--- config.mk ---
export PLATFORM = sky130hd
export DESIGN_NAME = acs_select
export DESIGN_NICKNAME = d
export VERILOG_FILES = /design/src/rtl/acs_pkg.sv /design/src/rtl/acs_select.sv
export SDC_FILE = /design/constraint.sdc
export NUM_CORES = 1
export LEC_CHECK = 0
export CAP_MARGIN = 10
export CORE_MARGIN = 2
export CORE_UTILIZATION = 59
export CTS_BUF_LIST = sky130_fd_sc_hd__clkbuf_8
export DETAILED_ROUTE_END_ITERATION = 12
export DONT_BUFFER_PORTS = 1
export MAX_ROUTING_LAYER = met4
export PLACE_DENSITY = 0.78
export SETUP_SLACK_MARGIN = 0.1
export SYNTH_ARGS = -nofsm -noshare
export SYNTH_HDL_FRONTEND = slang
export SYNTH_SLANG_ARGS = --single-unit
--- constraint.sdc ---
create_clock -name pclk -period 1.61 [get_ports pclk]
set_clock_uncertainty 0.15 [all_clocks]
set_input_delay 0.161 -clock pclk [delete_from_list [all_inputs] [get_ports pclk]]
set_output_delay 0.161 -clock pclk [all_outputs]
set_load 0.02 [all_outputs]
--- src/rtl/acs_pkg.sv ---
// package: register map, field layout and variant masks of the scan and charge-link select block
`default_nettype none
package acs_pkg;

    // ------------------------------------------------------------
    // register byte offsets (aligned words on the bus)
    // ------------------------------------------------------------
    localparam logic [7:0] off_scan_mask_low         = 8'h00;
    localparam logic [7:0] off_scan_mask_high        = 8'h04;
    localparam logic [7:0] off_charge_link_mask_low  = 8'h08;
    localparam logic [7:0] off_charge_link_mask_high = 8'h0c;

    // ------------------------------------------------------------
    // implemented bits of each word (full package)
    // ------------------------------------------------------------
    localparam logic [15:0] impl_scan_high   = 16'h7cff;
    localparam logic [15:0] impl_scan_low    = 16'hffff;
    localparam logic [15:0] impl_charge_high = 16'h00ff;
    localparam logic [15:0] impl_charge_low  = 16'hffff;

    // variant removals: channels 20..19 live in bits 4..3 of the high words
    localparam logic [15:0] drop_small_high  = 16'h0018;
    localparam logic [15:0] drop_small_low   = 16'h01e0;
    localparam logic [15:0] drop_mid_low     = 16'h01c0;

    localparam logic [15:0] mask_reset_value = 16'h0000;
    localparam logic [31:0] prdata_reset     = 32'h0000_0000;

    // ------------------------------------------------------------
    // package variants and carriers
    // ------------------------------------------------------------
    typedef enum logic [1:0] {
        acs_variant_large = 2'h0,
        acs_variant_mid   = 2'h1,
        acs_variant_small = 2'h2
    } acs_variant_type;

    typedef struct packed {
        logic [30:0] scan_include_bits;
        logic [23:0] charge_link_bits;
    } acs_select_type;

endpackage : acs_pkg
`default_nettype wire

--- src/rtl/acs_select.sv ---
// design: apb register block holding the scan-include and charge-link channel masks
// Function
// - high scan word: bits14-10 ch30-26, 7-0 ch23-16
// - low scan word maps inputs 15..0 directly
// - charge-link bit attaches unit to channel
// - non-function bits read back as zero
// - absent variant channels read as zero
// - small package drops channels 20-19, 8-5
// - mid package drops channels 8-6
//
// The address map and the APB slave port were chosen for this implementation.
`default_nettype none
module acs_select #(
    parameter acs_pkg::acs_variant_type variant = acs_pkg::acs_variant_large
) (
    // apb slave
    input  wire logic        pclk,
    input  wire logic        presetn,
    input  wire logic        psel,
    input  wire logic        penable,
    input  wire logic        pwrite,
    input  wire logic [7:0]  paddr,
    input  wire logic [31:0] pwdata,
    input  wire logic [3:0]  pstrb,
    output var  logic [31:0] prdata,
    output var  logic        pready,
    output var  logic        pslverr,
    // mask outputs to sequencer and charge-time unit
    output var  acs_pkg::acs_select_type select_out
);

    // ------------------------------------------------------------
    // variant masks
    // ------------------------------------------------------------
    function automatic logic [15:0] keep_bits(input logic [15:0] impl, input logic [15:0] drop_small,
                                              input logic [15:0] drop_mid);
        logic [15:0] k;
        k = impl;
        if (variant == acs_pkg::acs_variant_small) begin
            k = impl & ~drop_small;
        end else if (variant == acs_pkg::acs_variant_mid) begin
            k = impl & ~drop_mid;
        end
        return k;
    endfunction : keep_bits

    localparam logic [15:0] keep_scan_high   = keep_bits(acs_pkg::impl_scan_high, acs_pkg::drop_small_high,
                                                         16'h0000);
    localparam logic [15:0] keep_scan_low    = keep_bits(acs_pkg::impl_scan_low, acs_pkg::drop_small_low,
                                                         acs_pkg::drop_mid_low);
    localparam logic [15:0] keep_charge_high = keep_bits(acs_pkg::impl_charge_high, acs_pkg::drop_small_high,
                                                         16'h0000);
    localparam logic [15:0] keep_charge_low  = keep_bits(acs_pkg::impl_charge_low, acs_pkg::drop_small_low,
                                                         acs_pkg::drop_mid_low);

    // write merge honouring byte strobes
    function automatic logic [15:0] merge(input logic [15:0] old, input logic [31:0] wd, input logic [3:0] st,
                                          input logic [15:0] keep);
        logic [15:0] n;
        n = old;
        if (st[0]) begin
            n[7:0] = wd[7:0];
        end
        if (st[1]) begin
            n[15:8] = wd[15:8];
        end
        return n & keep;
    endfunction : merge

    // ------------------------------------------------------------
    // registers
    // ------------------------------------------------------------
    logic [15:0] scan_mask_high;
    logic [15:0] scan_mask_low;
    logic [15:0] charge_link_mask_high;
    logic [15:0] charge_link_mask_low;
    logic        wr_access;
    logic        rd_setup;
    logic        addr_hit;
    logic [31:0] next_prdata;

    assign wr_access = psel && penable && pwrite && pready;
    assign rd_setup  = psel && !penable && !pwrite;
    assign addr_hit  = (paddr == acs_pkg::off_scan_mask_low) || (paddr == acs_pkg::off_scan_mask_high) ||
                       (paddr == acs_pkg::off_charge_link_mask_low) || (paddr == acs_pkg::off_charge_link_mask_high);

    always_ff @(posedge pclk or negedge presetn) begin
        if (!presetn) begin
            scan_mask_low <= acs_pkg::mask_reset_value;
        end else if (wr_access && paddr == acs_pkg::off_scan_mask_low) begin
            scan_mask_low <= merge(scan_mask_low, pwdata, pstrb, keep_scan_low);
        end
    end

    always_ff @(posedge pclk or negedge presetn) begin
        if (!presetn) begin
            scan_mask_high <= acs_pkg::mask_reset_value;
        end else if (wr_access && paddr == acs_pkg::off_scan_mask_high) begin
            scan_mask_high <= merge(scan_mask_high, pwdata, pstrb, keep_scan_high);
        end
    end

    always_ff @(posedge pclk or negedge presetn) begin
        if (!presetn) begin
            charge_link_mask_low <= acs_pkg::mask_reset_value;
        end else if (wr_access && paddr == acs_pkg::off_charge_link_mask_low) begin
            charge_link_mask_low <= merge(charge_link_mask_low, pwdata, pstrb, keep_charge_low);
        end
    end

    always_ff @(posedge pclk or negedge presetn) begin
        if (!presetn) begin
            charge_link_mask_high <= acs_pkg::mask_reset_value;
        end else if (wr_access && paddr == acs_pkg::off_charge_link_mask_high) begin
            charge_link_mask_high <= merge(charge_link_mask_high, pwdata, pstrb, keep_charge_high);
        end
    end

    // ------------------------------------------------------------
    // bus answer: one wait-free access phase, read data latched in setup
    // ------------------------------------------------------------
    always_comb begin
        next_prdata = prdata;
        if (rd_setup) begin
            unique case (paddr)
                acs_pkg::off_scan_mask_low:         next_prdata = {16'h0000, scan_mask_low};
                acs_pkg::off_scan_mask_high:        next_prdata = {16'h0000, scan_mask_high};
                acs_pkg::off_charge_link_mask_low:  next_prdata = {16'h0000, charge_link_mask_low};
                acs_pkg::off_charge_link_mask_high: next_prdata = {16'h0000, charge_link_mask_high};
                default:                            next_prdata = acs_pkg::prdata_reset;
            endcase
        end
    end

    always_ff @(posedge pclk or negedge presetn) begin
        if (!presetn) begin
            prdata <= acs_pkg::prdata_reset;
        end else begin
            prdata <= next_prdata;
        end
    end

    always_ff @(posedge pclk or negedge presetn) begin
        if (!presetn) begin
            pready  <= 1'b0;
            pslverr <= 1'b0;
        end else begin
            pready  <= psel && !penable;
            pslverr <= psel && !penable && !addr_hit;
        end
    end

    // ------------------------------------------------------------
    // mask outputs, registered from the stored words
    // ------------------------------------------------------------
    always_ff @(posedge pclk or negedge presetn) begin
        if (!presetn) begin
            select_out <= '0;
        end else begin
            select_out.scan_include_bits <= {scan_mask_high[14:10], 2'b00, scan_mask_high[7:0],
                                             scan_mask_low};
            select_out.charge_link_bits  <= {charge_link_mask_high[7:0], charge_link_mask_low};
        end
    end

    // ------------------------------------------------------------
    // checks
    // ------------------------------------------------------------
    chk_scan_high_map: assert property (@(posedge pclk) disable iff (!presetn)
        ##1 select_out.scan_include_bits[30:16] == {$past(scan_mask_high[14:10]), 2'b00, $past(scan_mask_high[7:0])})
        else $error("scan high word map wrong");
    chk_scan_low_map: assert property (@(posedge pclk) disable iff (!presetn)
        ##1 select_out.scan_include_bits[15:0] == $past(scan_mask_low))
        else $error("scan low word map wrong");
    chk_charge_map: assert property (@(posedge pclk) disable iff (!presetn)
        ##1 select_out.charge_link_bits == {$past(charge_link_mask_high[7:0]), $past(charge_link_mask_low)})
        else $error("charge link map wrong");
    chk_unused_zero: assert property (@(posedge pclk) disable iff (!presetn)
        scan_mask_high[15] == 1'b0 && scan_mask_high[9:8] == 2'b00 && charge_link_mask_high[15:8] == 8'h00)
        else $error("non-function bit set");
    chk_variant_zero: assert property (@(posedge pclk) disable iff (!presetn)
        (scan_mask_low & ~keep_scan_low) == 16'h0000 && (charge_link_mask_low & ~keep_charge_low) == 16'h0000 &&
        (scan_mask_high & ~keep_scan_high) == 16'h0000 && (charge_link_mask_high & ~keep_charge_high) == 16'h0000)
        else $error("absent channel bit set");
    chk_small_drop: assert property (@(posedge pclk) disable iff (!presetn)
        variant == acs_pkg::acs_variant_small |-> select_out.scan_include_bits[20:19] == 2'b00 &&
        select_out.scan_include_bits[8:5] == 4'h0 && select_out.charge_link_bits[8:5] == 4'h0)
        else $error("small variant bit set");
    chk_mid_drop: assert property (@(posedge pclk) disable iff (!presetn)
        variant == acs_pkg::acs_variant_mid |-> select_out.scan_include_bits[8:6] == 3'h0 &&
        select_out.charge_link_bits[8:6] == 3'h0)
        else $error("mid variant bit set");
    chk_reset_clear: assert property (@(posedge pclk)
        !presetn |=> scan_mask_low == 16'h0000 && charge_link_mask_low == 16'h0000)
        else $error("reset did not clear");
    chk_write_lands: assert property (@(posedge pclk) disable iff (!presetn)
        wr_access && paddr == acs_pkg::off_scan_mask_low && pstrb == 4'hf |=>
        scan_mask_low == ($past(pwdata[15:0]) & keep_scan_low))
        else $error("write not stored");

    // ------------------------------------------------------------
    // checks: readback through the bus
    // ------------------------------------------------------------
    chk_read_upper_zero: assert property (@(posedge pclk) disable iff (!presetn)
        prdata[31:16] == 16'h0000)
        else $error("read data upper half set");
    chk_read_scan_low: assert property (@(posedge pclk) disable iff (!presetn)
        psel && penable && pready && !pwrite && paddr == acs_pkg::off_scan_mask_low |->
        prdata == {16'h0000, scan_mask_low})
        else $error("scan low readback wrong");
    chk_read_scan_high: assert property (@(posedge pclk) disable iff (!presetn)
        psel && penable && pready && !pwrite && paddr == acs_pkg::off_scan_mask_high |->
        prdata == {16'h0000, scan_mask_high})
        else $error("scan high readback wrong");
    chk_read_charge_low: assert property (@(posedge pclk) disable iff (!presetn)
        psel && penable && pready && !pwrite && paddr == acs_pkg::off_charge_link_mask_low |->
        prdata == {16'h0000, charge_link_mask_low})
        else $error("charge low readback wrong");
    chk_read_charge_high: assert property (@(posedge pclk) disable iff (!presetn)
        psel && penable && pready && !pwrite && paddr == acs_pkg::off_charge_link_mask_high |->
        prdata == {16'h0000, charge_link_mask_high})
        else $error("charge high readback wrong");

    // ------------------------------------------------------------
    // checks: words hold between writes
    // ------------------------------------------------------------
    chk_scan_low_hold: assert property (@(posedge pclk) disable iff (!presetn)
        !(wr_access && paddr == acs_pkg::off_scan_mask_low) |=>
        $stable(scan_mask_low))
        else $error("scan low changed without write");
    chk_scan_high_hold: assert property (@(posedge pclk) disable iff (!presetn)
        !(wr_access && paddr == acs_pkg::off_scan_mask_high) |=>
        $stable(scan_mask_high))
        else $error("scan high changed without write");
    chk_charge_low_hold: assert property (@(posedge pclk) disable iff (!presetn)
        !(wr_access && paddr == acs_pkg::off_charge_link_mask_low) |=>
        $stable(charge_link_mask_low))
        else $error("charge low changed without write");
    chk_charge_high_hold: assert property (@(posedge pclk) disable iff (!presetn)
        !(wr_access && paddr == acs_pkg::off_charge_link_mask_high) |=>
        $stable(charge_link_mask_high))
        else $error("charge high changed without write");

    // ------------------------------------------------------------
    // checks: writes and byte lanes
    // ------------------------------------------------------------
    chk_write_scan_high: assert property (@(posedge pclk) disable iff (!presetn)
        wr_access && paddr == acs_pkg::off_scan_mask_high && pstrb == 4'hf |=>
        scan_mask_high == ($past(pwdata[15:0]) & keep_scan_high))
        else $error("scan high write not stored");
    chk_write_charge_low: assert property (@(posedge pclk) disable iff (!presetn)
        wr_access && paddr == acs_pkg::off_charge_link_mask_low && pstrb == 4'hf |=>
        charge_link_mask_low == ($past(pwdata[15:0]) & keep_charge_low))
        else $error("charge low write not stored");
    chk_write_charge_high: assert property (@(posedge pclk) disable iff (!presetn)
        wr_access && paddr == acs_pkg::off_charge_link_mask_high && pstrb == 4'hf |=>
        charge_link_mask_high == ($past(pwdata[15:0]) & keep_charge_high))
        else $error("charge high write not stored");
    chk_write_lane_low: assert property (@(posedge pclk) disable iff (!presetn)
        wr_access && paddr == acs_pkg::off_scan_mask_low && pstrb[1:0] == 2'h1 |=>
        scan_mask_low[15:8] == $past(scan_mask_low[15:8]) &&
        scan_mask_low[7:0] == ($past(pwdata[7:0]) & keep_scan_low[7:0]))
        else $error("scan low lane write wrong");

    // ------------------------------------------------------------
    // checks: variants and reset
    // ------------------------------------------------------------
    chk_small_regs: assert property (@(posedge pclk) disable iff (!presetn)
        variant == acs_pkg::acs_variant_small |->
        scan_mask_high[4:3] == 2'h0 && charge_link_mask_high[4:3] == 2'h0 &&
        scan_mask_low[8:5] == 4'h0 && charge_link_mask_low[8:5] == 4'h0)
        else $error("small variant register bit set");
    chk_mid_regs: assert property (@(posedge pclk) disable iff (!presetn)
        variant == acs_pkg::acs_variant_mid |->
        scan_mask_low[8:6] == 3'h0 && charge_link_mask_low[8:6] == 3'h0)
        else $error("mid variant register bit set");
    chk_reset_clear_high: assert property (@(posedge pclk)
        !presetn |=> scan_mask_high == 16'h0000 && charge_link_mask_high == 16'h0000)
        else $error("reset did not clear high words");
    chk_reset_outputs: assert property (@(posedge pclk)
        !presetn |=>
        select_out == '0 && prdata == acs_pkg::prdata_reset && !pready && !pslverr)
        else $error("outputs not cleared in reset");
    chk_select_gap: assert property (@(posedge pclk) disable iff (!presetn)
        select_out.scan_include_bits[25:24] == 2'h0)
        else $error("scan gap bits set");
    chk_charge_out_absent: assert property (@(posedge pclk) disable iff (!presetn)
        (select_out.charge_link_bits[15:0] & ~keep_charge_low) == 16'h0000 &&
        (select_out.charge_link_bits[23:16] & ~keep_charge_high[7:0]) == 8'h00)
        else $error("absent charge channel selected");
    chk_scan_out_absent: assert property (@(posedge pclk) disable iff (!presetn)
        (select_out.scan_include_bits[15:0] & ~keep_scan_low) == 16'h0000)
        else $error("absent scan channel selected");

    cov_write_scan: cover property (@(posedge pclk) disable iff (!presetn)
        wr_access && paddr == acs_pkg::off_scan_mask_high);
    cov_write_charge: cover property (@(posedge pclk) disable iff (!presetn)
        wr_access && paddr == acs_pkg::off_charge_link_mask_low);
    cov_read_back: cover property (@(posedge pclk) disable iff (!presetn) rd_setup ##1 pready);
    cov_bad_addr: cover property (@(posedge pclk) disable iff (!presetn) pslverr);
    cov_strobe_write: cover property (@(posedge pclk) disable iff (!presetn) wr_access && pstrb != 4'hf);

endmodule : acs_select
`default_nettype wire

==> results of run 1 <==
-- cells by family (layout without fill, tap and decap cells) --
kind of cell,after synthesis,in the layout,synth area share
buffers and inverters,26,76,0.0369
flip-flops,124,124,0.683
other,1,18,0.000825
AND/OR/NAND/NOR,33,33,0.0545
AO/OA/AOI/OAI,21,21,0.0363
multiplexers,69,69,0.189
-- area by class of cell --
class | instances | area (µm²) | area share
sequential | 124 | 3100 | 0.550
clock inverter | 13 | 150 | 0.0266
tap | 102 | 128 | 0.0226
multi-input combinational | 141 | 1560 | 0.275
clock buffer | 19 | 262 | 0.0463
timing repair buffer | 44 | 449 | 0.0795
-- repair_timing --
item | CTS | global route
hold buffers | 21 | 1
endpoints found under the hold margin | 195 | 140
setup endpoints to repair | 53 | 54
pin swaps | 10 | 3
buffers inserted | 1 | 1
resized for setup | 48 | 5
-- sequential cells by signal, summed over array words and instances, names as in the netlist --
register               cells
prdata                    16
scan_mask_high            13
charge_link_mask_low      16
charge_link_mask_high      8
pslverr                    1
pready                     1
scan_mask_low             16
select_out                53
-- where the power goes --
part | internal (mW) | total (mW) | switching (mW)
sequential | 3.12 | 3.14 | 0.0114
combinational | 0.0809 | 0.187 | 0.106
clock | 1.59 | 2.77 | 1.17
total | 4.80 | 6.09 | 1.29
-- final timing paths --
kind | startpoint | end | slack [ns] | depth (start not counted)
setup / recovery | pready$_DFF_PN0_ | charge_link_mask_high[0]$_DFFE_PN0P_ | -0.12 | 5
hold / removal | presetn | select_out[45]$_DFF_PN0_ | -0.72 | 0
setup reg to reg | pready$_DFF_PN0_ | charge_link_mask_high[0]$_DFFE_PN0P_ | -0.12 | 5
hold reg to reg | charge_link_mask_low[5]$_DFFE_PN0P_ | select_out[5]$_DFF_PN0_ | 0.24 | 0
max in group asynchronous | presetn | select_out[30]$_DFF_PN0_ | 1.89 | 0
min in group pclk | paddr[3] | prdata[12]$_DFFE_PN0P_ | -0.14 | 2
-- layer usage --
| metal | part of all wire | vias to the layer above | track usage |
|---|---|---|---|
| li1 | - | 1072 | - |
| met1 | 0.43 | 1326 | 0.329 |
| met2 | 0.50 | 101 | 0.381 |
| met3 | 0.052 | 22 | 0.0805 |
| met4 | 0.023 | 0 | 0.101 |
| met5 | 0 | - | - |
-- through the flow --
step / power [mW] / cells
after detailed placement: 3.29 / 387
after floorplan: 3.33 / 291
after CTS: 6.13 / 441
final: 6.09 / 443
after global routing: 6.28 / 443
after global placement: 3.29 / 387
-- critical path, cell delays in order (launching register included) --
cell     delay (ns)
dfrtp_2        0.38
nand4_1        0.10
buf_6          0.15
nor4b_4        0.32
buf_4          0.21
mux2_4         0.30
-- cell usage in the layout, fill, tap and decap left out, drive strengths merged --
master	count
mux2i	8
nor4b	1
a22o	8
bufinv	3
clkbuf	19
clkinv	6
mux4	8
nor4	4
inv	2
conb	18
nor3	1
a2bb2oi	5
o21ai	5
nor2b	3
nor3b	1
nand2	9
clkinvlp	2
or3b	1
o41ai	3
buf	23
and2	1
nand4	6
mux2	53
dfrtp	124
dlygate4sd3	21
and4	2
or4	2
or3	2
==> flow_metrics.py, run 1 <==
metrics = {
    "synth": {
        "yosysMostFrequentCell": "dfrtp_1",
        "synth_top_cell_area_share": 0.683,
        "synth_area_mm2": 0.00454,
        "yosys.area.top_type": "dfrtp_1",
        "synth_flop_cell": "dfrtp_1",
        "ys_warn_count": 0,
        "syn_inst": 274,
        "ys_seq_elements": 124,
        "ys_top_cells_by_area": "dfrtp_1 68%, mux2_2 13%, mux4_2 4.0%, buf_4 3.0%, mux2i_1 1.8%",
        "synthArstFlopShare": 1.00,
        "synth_seq_area_share": 0.683,
        "synth_commonest_cells": "124 x dfrtp_1, 53 x mux2_2, 18 x buf_4",
        "synth.distinct_cells": 26,
        "synth_area_per_cell_um2": 16.6,
        "synth_edf_count": 0,
    },
    "routing": {
        "drtAntennaViolNets": 0,
        "via_count": 2521,
        "firstDrtPassIters": 4,
        "drc": 0,
        "drt_iter0_drc": 140,
        "drt_wl_total_um": 9610,
        "vias_per_cell": 5.69,
        "wire_per_inst_um": 21.7,
    },
    "power_and_ir_drop": {
        "leakage_nw": 2.88,
        "p_per_area_mw_per_mm2": 1080,
        "peakVddDrop_mv": 0.827,
    },
    "status": {
        "status": "finished, violations left",
        "failed_checks": "negative hold slack, negative setup slack",
    },
    "clocking": {
        "clock_latency_ns": 0.42,
        "htree_num_levels": 4,
        "clock_sinks": 124,
        "cts-root-buf": "clkbuf_8",
        "clockBufferDepth": 2,
        "path_clk_slew_ns": 0.07,
        "cts_tree": "built",
        "numCtsBuffers": 17,
    },
    "worst_setup_path": {
        "required_ns": 1.76,
        "path_max_fanout": 4,
        "path_class": "reg2reg",
        "worstSetupEndpointType": "flip-flop",
        "critPathLaunchType": "flip-flop",
        "critPathArrivalTime_ns": 1.88,
    },
    "floorplan": {
        "initial_core_util": 0.597,
        "die_w_um": 91.8,
        "core_mm2": 0.00761,
        "die_h_um": 91.8,
        "dieArea_mm2": 0.00842,
        "io_pins": 138,
        "row_count": 32,
    },
    "min_path": {
        "hp-class": "in2async",
    },
    "sta": {
        "hold_viol": 140,
        "slew_violations": 0,
        "finalSetupViolations": 45,
        "setup_ws_ns": -0.118,
        "max_freq_mhz": 579,
        "fin_hold_ws_ns": -0.719,
        "final.setup.tns_ns": -3.24,
        "fin_crit_ns": 1.73,
        "grt_setup_unrepaired": "true",
        "period_share": 1.07,
    },
    "layout": {
        "drive_gt1_frac": 0.364,
        "final_cell_area_mm2": 0.00565,
        "nNetsFinal": 377,
        "antenna_cells": 0,
        "nFillCells": 472,
        "area_growth_pct": 24.3,
        "fin_util": 0.742,
    },
    "run": {
        "maxCapViolCount": 0,
    },
    "placement": {
        "io_buffers": 0,
        "hpwl_um": 5850,
        "place.gp.congestion": 0.814,
        "postPlaceCellArea_mm2": 0.00479,
        "place_ws_ns": -0.278,
    },
    "grt": {
        "grt_pass1_wl_um": 15400,
        "grt_antenna_before_repair": 0,
        "grt.total_usage": 0.255,
        "grt_max_degree": 125,
        "grt_remaining_overflow": 0,
        "grt_pass1_vias": 2662,
    },
}
Power figures use the tool's default switching activity.
==> run 2: changes to the inputs <==
--- a/config.mk
+++ b/config.mk
@@ -6,6 +6,7 @@
 export NUM_CORES = 1
 export LEC_CHECK = 0
 export CAP_MARGIN = 10
+export CORE_ASPECT_RATIO = 1.5
 export CORE_MARGIN = 2
 export CORE_UTILIZATION = 59
 export CTS_BUF_LIST = sky130_fd_sc_hd__clkbuf_8
@@ -13,7 +14,6 @@
 export DONT_BUFFER_PORTS = 1
 export MAX_ROUTING_LAYER = met4
 export PLACE_DENSITY = 0.78
-export SETUP_SLACK_MARGIN = 0.1
 export SYNTH_ARGS = -nofsm -noshare
 export SYNTH_HDL_FRONTEND = slang
 export SYNTH_SLANG_ARGS = --single-unit
==> flow_metrics.py, run 2 (same netlist as run 1, synthesis figures left out) <==
metrics = {
    "worst_setup_path": {
        "reg2reg_slack_ns": -0.13,
        "required_ns": 1.76,
        "critPathArrivalTime_ns": 1.89,
        "path_buf_inv": 1,
        "path_class": "reg2reg",
        "slowest_stage": "dfrtp_2",
        "max_stage_delay_ns": 0.38,
        "critPathTopFamily": "simple AND/OR/NAND/NOR gates",
        "path_max_fanout": 8,
        "crit_chain": "nand4_1, nor4b_4, buf_6, mux2_4",
        "critPathLaunchType": "flip-flop",
        "worstSetupEndpointType": "flip-flop",
    },
    "placement": {
        "postPlaceCellArea_mm2": 0.00479,
        "place.gp.congestion": 0.730,
        "hpwl_um": 5610,
        "place_ws_ns": -0.302,
        "io_buffers": 0,
    },
    "status": {
        "status": "finished, violations left",
        "failed_checks": "negative hold slack, negative setup slack",
    },
    "grt": {
        "grt_antenna_before_repair": 0,
        "grt.total_usage": 0.250,
        "grt_pass1_vias": 2771,
        "grt_pass1_wl_um": 14500,
        "grt_max_degree": 125,
        "grt_remaining_overflow": 0,
    },
    "sta": {
        "max_slew_margin": 0.440,
        "finalSetupViolations": 26,
        "grt_setup_unrepaired": "true",
        "fin_crit_ns": 1.74,
        "slew_violations": 0,
        "period_share": 1.08,
        "hold_viol": 124,
        "setup_ws_ns": -0.132,
        "tightest_slew_ns": 0.840,
        "max_freq_mhz": 574,
        "fin_hold_ws_ns": -0.721,
    },
    "power_and_ir_drop": {
        "pwr-share-clk": 0.405,
        "peakVddDrop_mv": 0.678,
        "p_per_area_mw_per_mm2": 1010,
        "switching_share": 0.216,
        "p_switching_mw": 1.21,
        "power_mw": 5.61,
        "leakage_nw": 2.78,
        "power_frac_comb": 0.035,
        "p_int_mw": 4.40,
        "power_frac_seq": 0.559,
    },
    "layout": {
        "largest_register_ffs": 53,
        "final_cell_area_mm2": 0.00553,
        "drive_gt1_frac": 0.363,
        "final_cell_mix": "123 x dfrtp_1, 31 x mux2_2, 25 x dlygate4sd3_1, 22 x mux2_4, 21 x clkbuf_8",
        "antenna_cells": 0,
        "nNetsFinal": 381,
        "area_growth_pct": 21.6,
        "top_register": "select_out",
        "final_common_cell": "dfrtp_1",
        "fin_util": 0.731,
        "nFillCells": 477,
    },
    "floorplan": {
        "dieArea_mm2": 0.00843,
        "die_w_um": 75.7,
        "initial_core_util": 0.601,
        "row_count": 39,
        "io_pins": 138,
        "die_h_um": 111,
        "core_mm2": 0.00756,
    },
    "min_path": {
        "hp-class": "in2async",
    },
    "clocking": {
        "path_clk_slew_ns": 0.07,
        "clock_sinks": 124,
        "numCtsBuffers": 17,
        "cts_tree": "built",
        "clockBufferDepth": 2,
        "clock_latency_ns": 0.42,
        "cts-root-buf": "clkbuf_8",
        "htree_num_levels": 4,
    },
    "routing": {
        "drt_wl_total_um": 9290,
        "drc": 0,
        "vias_per_cell": 5.57,
        "drt_iter0_drc": 121,
        "drtAntennaViolNets": 0,
        "wire_per_inst_um": 20.8,
        "firstDrtPassIters": 4,
        "via_count": 2486,
    },
    "run": {
        "maxCapViolCount": 0,
    },
}
[run 2: final timing paths]
kind | to | depth (start not counted) | start
worst min register to register | select_out[13]$_DFF_PN0_ | 0 | charge_link_mask_low[13]$_DFFE_PN0P_
worst max-delay path | charge_link_mask_high[7]$_DFFE_PN0P_ | 4 | pready$_DFF_PN0_
worst max register to register | charge_link_mask_high[7]$_DFFE_PN0P_ | 4 | pready$_DFF_PN0_
max in group asynchronous | charge_link_mask_low[11]$_DFFE_PN0P_ | 0 | presetn
min in group pclk | prdata[6]$_DFFE_PN0P_ | 3 | pwrite
worst min-delay path | select_out[10]$_DFF_PN0_ | 0 | presetn
[run 2: final cells by class]
class                      instances  area, µm²  share of cell area
multi-input combinational        141       1450               0.262
clock inverter                    10       50.0             0.00906
clock buffer                      21        289              0.0523
tap                              102        128              0.0231
sequential                       124       3100               0.562
timing repair buffer              48        504              0.0913
[run 2: routing by layer]
layer	GRT usage	up-vias	wire [µm]
met1	0.288	1300	3510
met3	0.113	10	660
met4	0.0912	0	146
li1	-	1073	-
met5	-	-	0
met2	0.381	103	4980
[run 2: metrics by stage]
step           setup TNS, ns  std cells
4_1_cts                -2.31        443
6_report               -2.34        446
5_1_grt                -5.56        446
3_3_place_gp           -6.18        384
3_5_place_dp           -6.98        384
2_1_floorplan          -7.46        291
[run 2: what timing repair did]
action                                 in CTS  in global routing
setup buffers                               1                  3
setup endpoints to repair                  21                 65
resized for setup                           9                 13
hold buffers                               27                  1
endpoints found under the hold margin     195                125
pin swaps                                   6                  5
[run 2: power groups by stage]
stage	logic, mW	registers (mW)	clock network [mW]
floorplan	0.136	3.19	0
global route	0.212	3.13	2.50
CTS	0.191	3.14	2.35
global placement	0.0988	3.19	0
detailed placement	0.0995	3.19	0
finish	0.197	3.14	2.27
==> run 3: changes to the inputs <==
--- a/config.mk
+++ b/config.mk
@@ -8,12 +8,11 @@
 export CAP_MARGIN = 10
 export CORE_ASPECT_RATIO = 1.5
 export CORE_MARGIN = 2
-export CORE_UTILIZATION = 59
+export CORE_UTILIZATION = 28
 export CTS_BUF_LIST = sky130_fd_sc_hd__clkbuf_8
 export DETAILED_ROUTE_END_ITERATION = 12
 export DONT_BUFFER_PORTS = 1
 export MAX_ROUTING_LAYER = met4
-export PLACE_DENSITY = 0.78
 export SYNTH_ARGS = -nofsm -noshare
 export SYNTH_HDL_FRONTEND = slang
 export SYNTH_SLANG_ARGS = --single-unit
==> constraint.sdc (replaced) <==
create_clock -name pclk -period 1.61 [get_ports pclk]
set_clock_uncertainty 0.15 [all_clocks]
set_input_delay 0.161 -clock pclk [delete_from_list [all_inputs] [get_ports pclk]]
set_output_delay 0.161 -clock pclk [all_outputs]
set_load 0.1 [all_outputs]
==> flow_metrics.py, run 3 (same netlist as run 1, synthesis figures left out) <==
metrics = {
    "grt": {
        "grt_antenna_before_repair": 0,
        "grt_pass1_wl_um": 17400,
        "grt.total_usage": 0.141,
        "grt_max_degree": 125,
        "grt_remaining_overflow": 0,
        "grt_pass1_vias": 2941,
    },
    "sta": {
        "fin_crit_ns": 1.76,
        "finalSetupViolations": 48,
        "max_freq_mhz": 569,
        "fin_hold_ws_ns": -0.713,
        "slew_violations": 0,
        "final.setup.tns_ns": -3.94,
        "period_share": 1.09,
        "grt_setup_unrepaired": "true",
        "hold_viol": 140,
        "setup_ws_ns": -0.148,
    },
    "clocking": {
        "cts-root-buf": "clkbuf_8",
        "htree_num_levels": 4,
        "numCtsBuffers": 17,
        "path_clk_slew_ns": 0.07,
        "clockBufferDepth": 2,
        "cts_tree": "built",
        "clock_sinks": 124,
        "clock_latency_ns": 0.42,
        "cts_hold_buffers": 22,
    },
    "floorplan": {
        "dieArea_mm2": 0.0173,
        "io_pins": 138,
        "die_w_um": 108,
        "core_mm2": 0.0160,
        "row_count": 57,
        "die_h_um": 160,
        "initial_core_util": 0.283,
    },
    "layout": {
        "final_cell_mix": "123 x dfrtp_1, 81 x buf_4, 40 x mux2_4, 20 x clkbuf_8, 20 x dlygate4sd3_1",
        "final_cell_area_mm2": 0.00631,
        "final_common_cell": "dfrtp_1",
        "nNetsFinal": 446,
        "top_register": "select_out",
        "area_growth_pct": 38.8,
        "largest_register_ffs": 53,
        "drive_gt1_frac": 0.483,
        "fin_util": 0.393,
        "antenna_cells": 0,
    },
    "power_and_ir_drop": {
        "p_per_area_mw_per_mm2": 1020,
        "leakage_nw": 3.25,
        "power_frac_seq": 0.486,
        "power_mw": 6.44,
        "pwr-share-clk": 0.455,
        "p_switching_mw": 1.56,
        "peakVddDrop_mv": 0.482,
        "power_frac_comb": 0.060,
        "p_int_mw": 4.88,
        "switching_share": 0.242,
    },
    "min_path": {
        "hp-class": "in2async",
    },
    "run": {
        "maxCapViolCount": 0,
    },
    "worst_setup_path": {
        "path_class": "reg2reg",
        "path_max_fanout": 3,
        "critPathLaunchType": "flip-flop",
        "critPathArrivalTime_ns": 1.91,
        "worstSetupEndpointType": "flip-flop",
        "required_ns": 1.76,
    },
    "routing": {
        "drt_iter0_drc": 78,
        "vias_per_cell": 4.44,
        "drtAntennaViolNets": 0,
        "drc": 0,
        "drt_wl_total_um": 11100,
        "wire_per_inst_um": 18.0,
        "firstDrtPassIters": 4,
        "via_count": 2732,
    },
    "placement": {
        "io_buffers": 0,
        "place.gp.congestion": 0.691,
        "hpwl_um": 7440,
        "postPlaceCellArea_mm2": 0.00549,
    },
    "status": {
        "status": "finished, violations left",
        "failed_checks": "negative hold slack, negative setup slack",
    },
}
==> run 3: worst max-delay path, stage by stage, from the launching register on <==
cell and delay (ns):
dfrtp_4 0.49, buf_4 0.15, and4_1 0.16, nand4_1 0.19, buf_4 0.18, mux2_2 0.33
==> run 3: final timing paths <==
path | from | slack [ns] | cells after the start | to
setup / recovery | pready$_DFF_PN0_ | -0.15 | 5 | scan_mask_low[1]$_DFFE_PN0P_
hold / removal | presetn | -0.71 | 0 | select_out[14]$_DFF_PN0_
setup reg to reg | pready$_DFF_PN0_ | -0.15 | 5 | scan_mask_low[1]$_DFFE_PN0P_
hold reg to reg | scan_mask_low[2]$_DFFE_PN0P_ | 0.24 | 0 | select_out[26]$_DFF_PN0_
max in group asynchronous | presetn | 1.85 | 0 | pready$_DFF_PN0_
min in group pclk | paddr[3] | -0.15 | 2 | prdata[11]$_DFFE_PN0P_
==> run 3: layout make-up <==
class                      count  area [µm²]
fill                        1520        9740
sequential                   124        3110
multi-input combinational    141        1530
timing repair buffer         113         980
clock buffer                  20         275
tap                          206         258
clock inverter                12         161
==> run 3: what timing repair did <==
action	in CTS	in global routing
hold endpoints to repair	195	140
setup buffers	0	0
endpoints found under the setup margin	54	68
gates resized for setup	36	5
pin swaps	7	4
==> run 3: routing by layer <==
metal | part of all wire | wire length, µm | track usage | vias up
met5 | 0 | 0 | - | -
met4 | 0.011 | 127 | 0.0425 | 0
met3 | 0.059 | 658 | 0.0482 | 11
met2 | 0.50 | 5570 | 0.221 | 97
met1 | 0.43 | 4730 | 0.171 | 1411
li1 | - | - | - | 1213
==> run 3: power groups by stage <==
stage	logic [mW]	clock network (mW)	registers [mW]
floorplan	0.283	0	3.23
global placement	0.299	0	3.19
detailed placement	0.300	0	3.19
CTS	0.384	3.00	3.13
global route	0.399	3.16	3.13
finish	0.385	2.93	3.13
==> run 3: metrics by stage <==
step                      cells  setup WS [ns]  hold WS (ns)
after CTS                   616         -0.159        -0.761
after global placement      562         -0.287        -0.280
after floorplan             291         -0.406        -0.285
after detailed placement    562         -0.303        -0.280
after global routing        616         -0.200        -0.768
final                       616         -0.148        -0.713
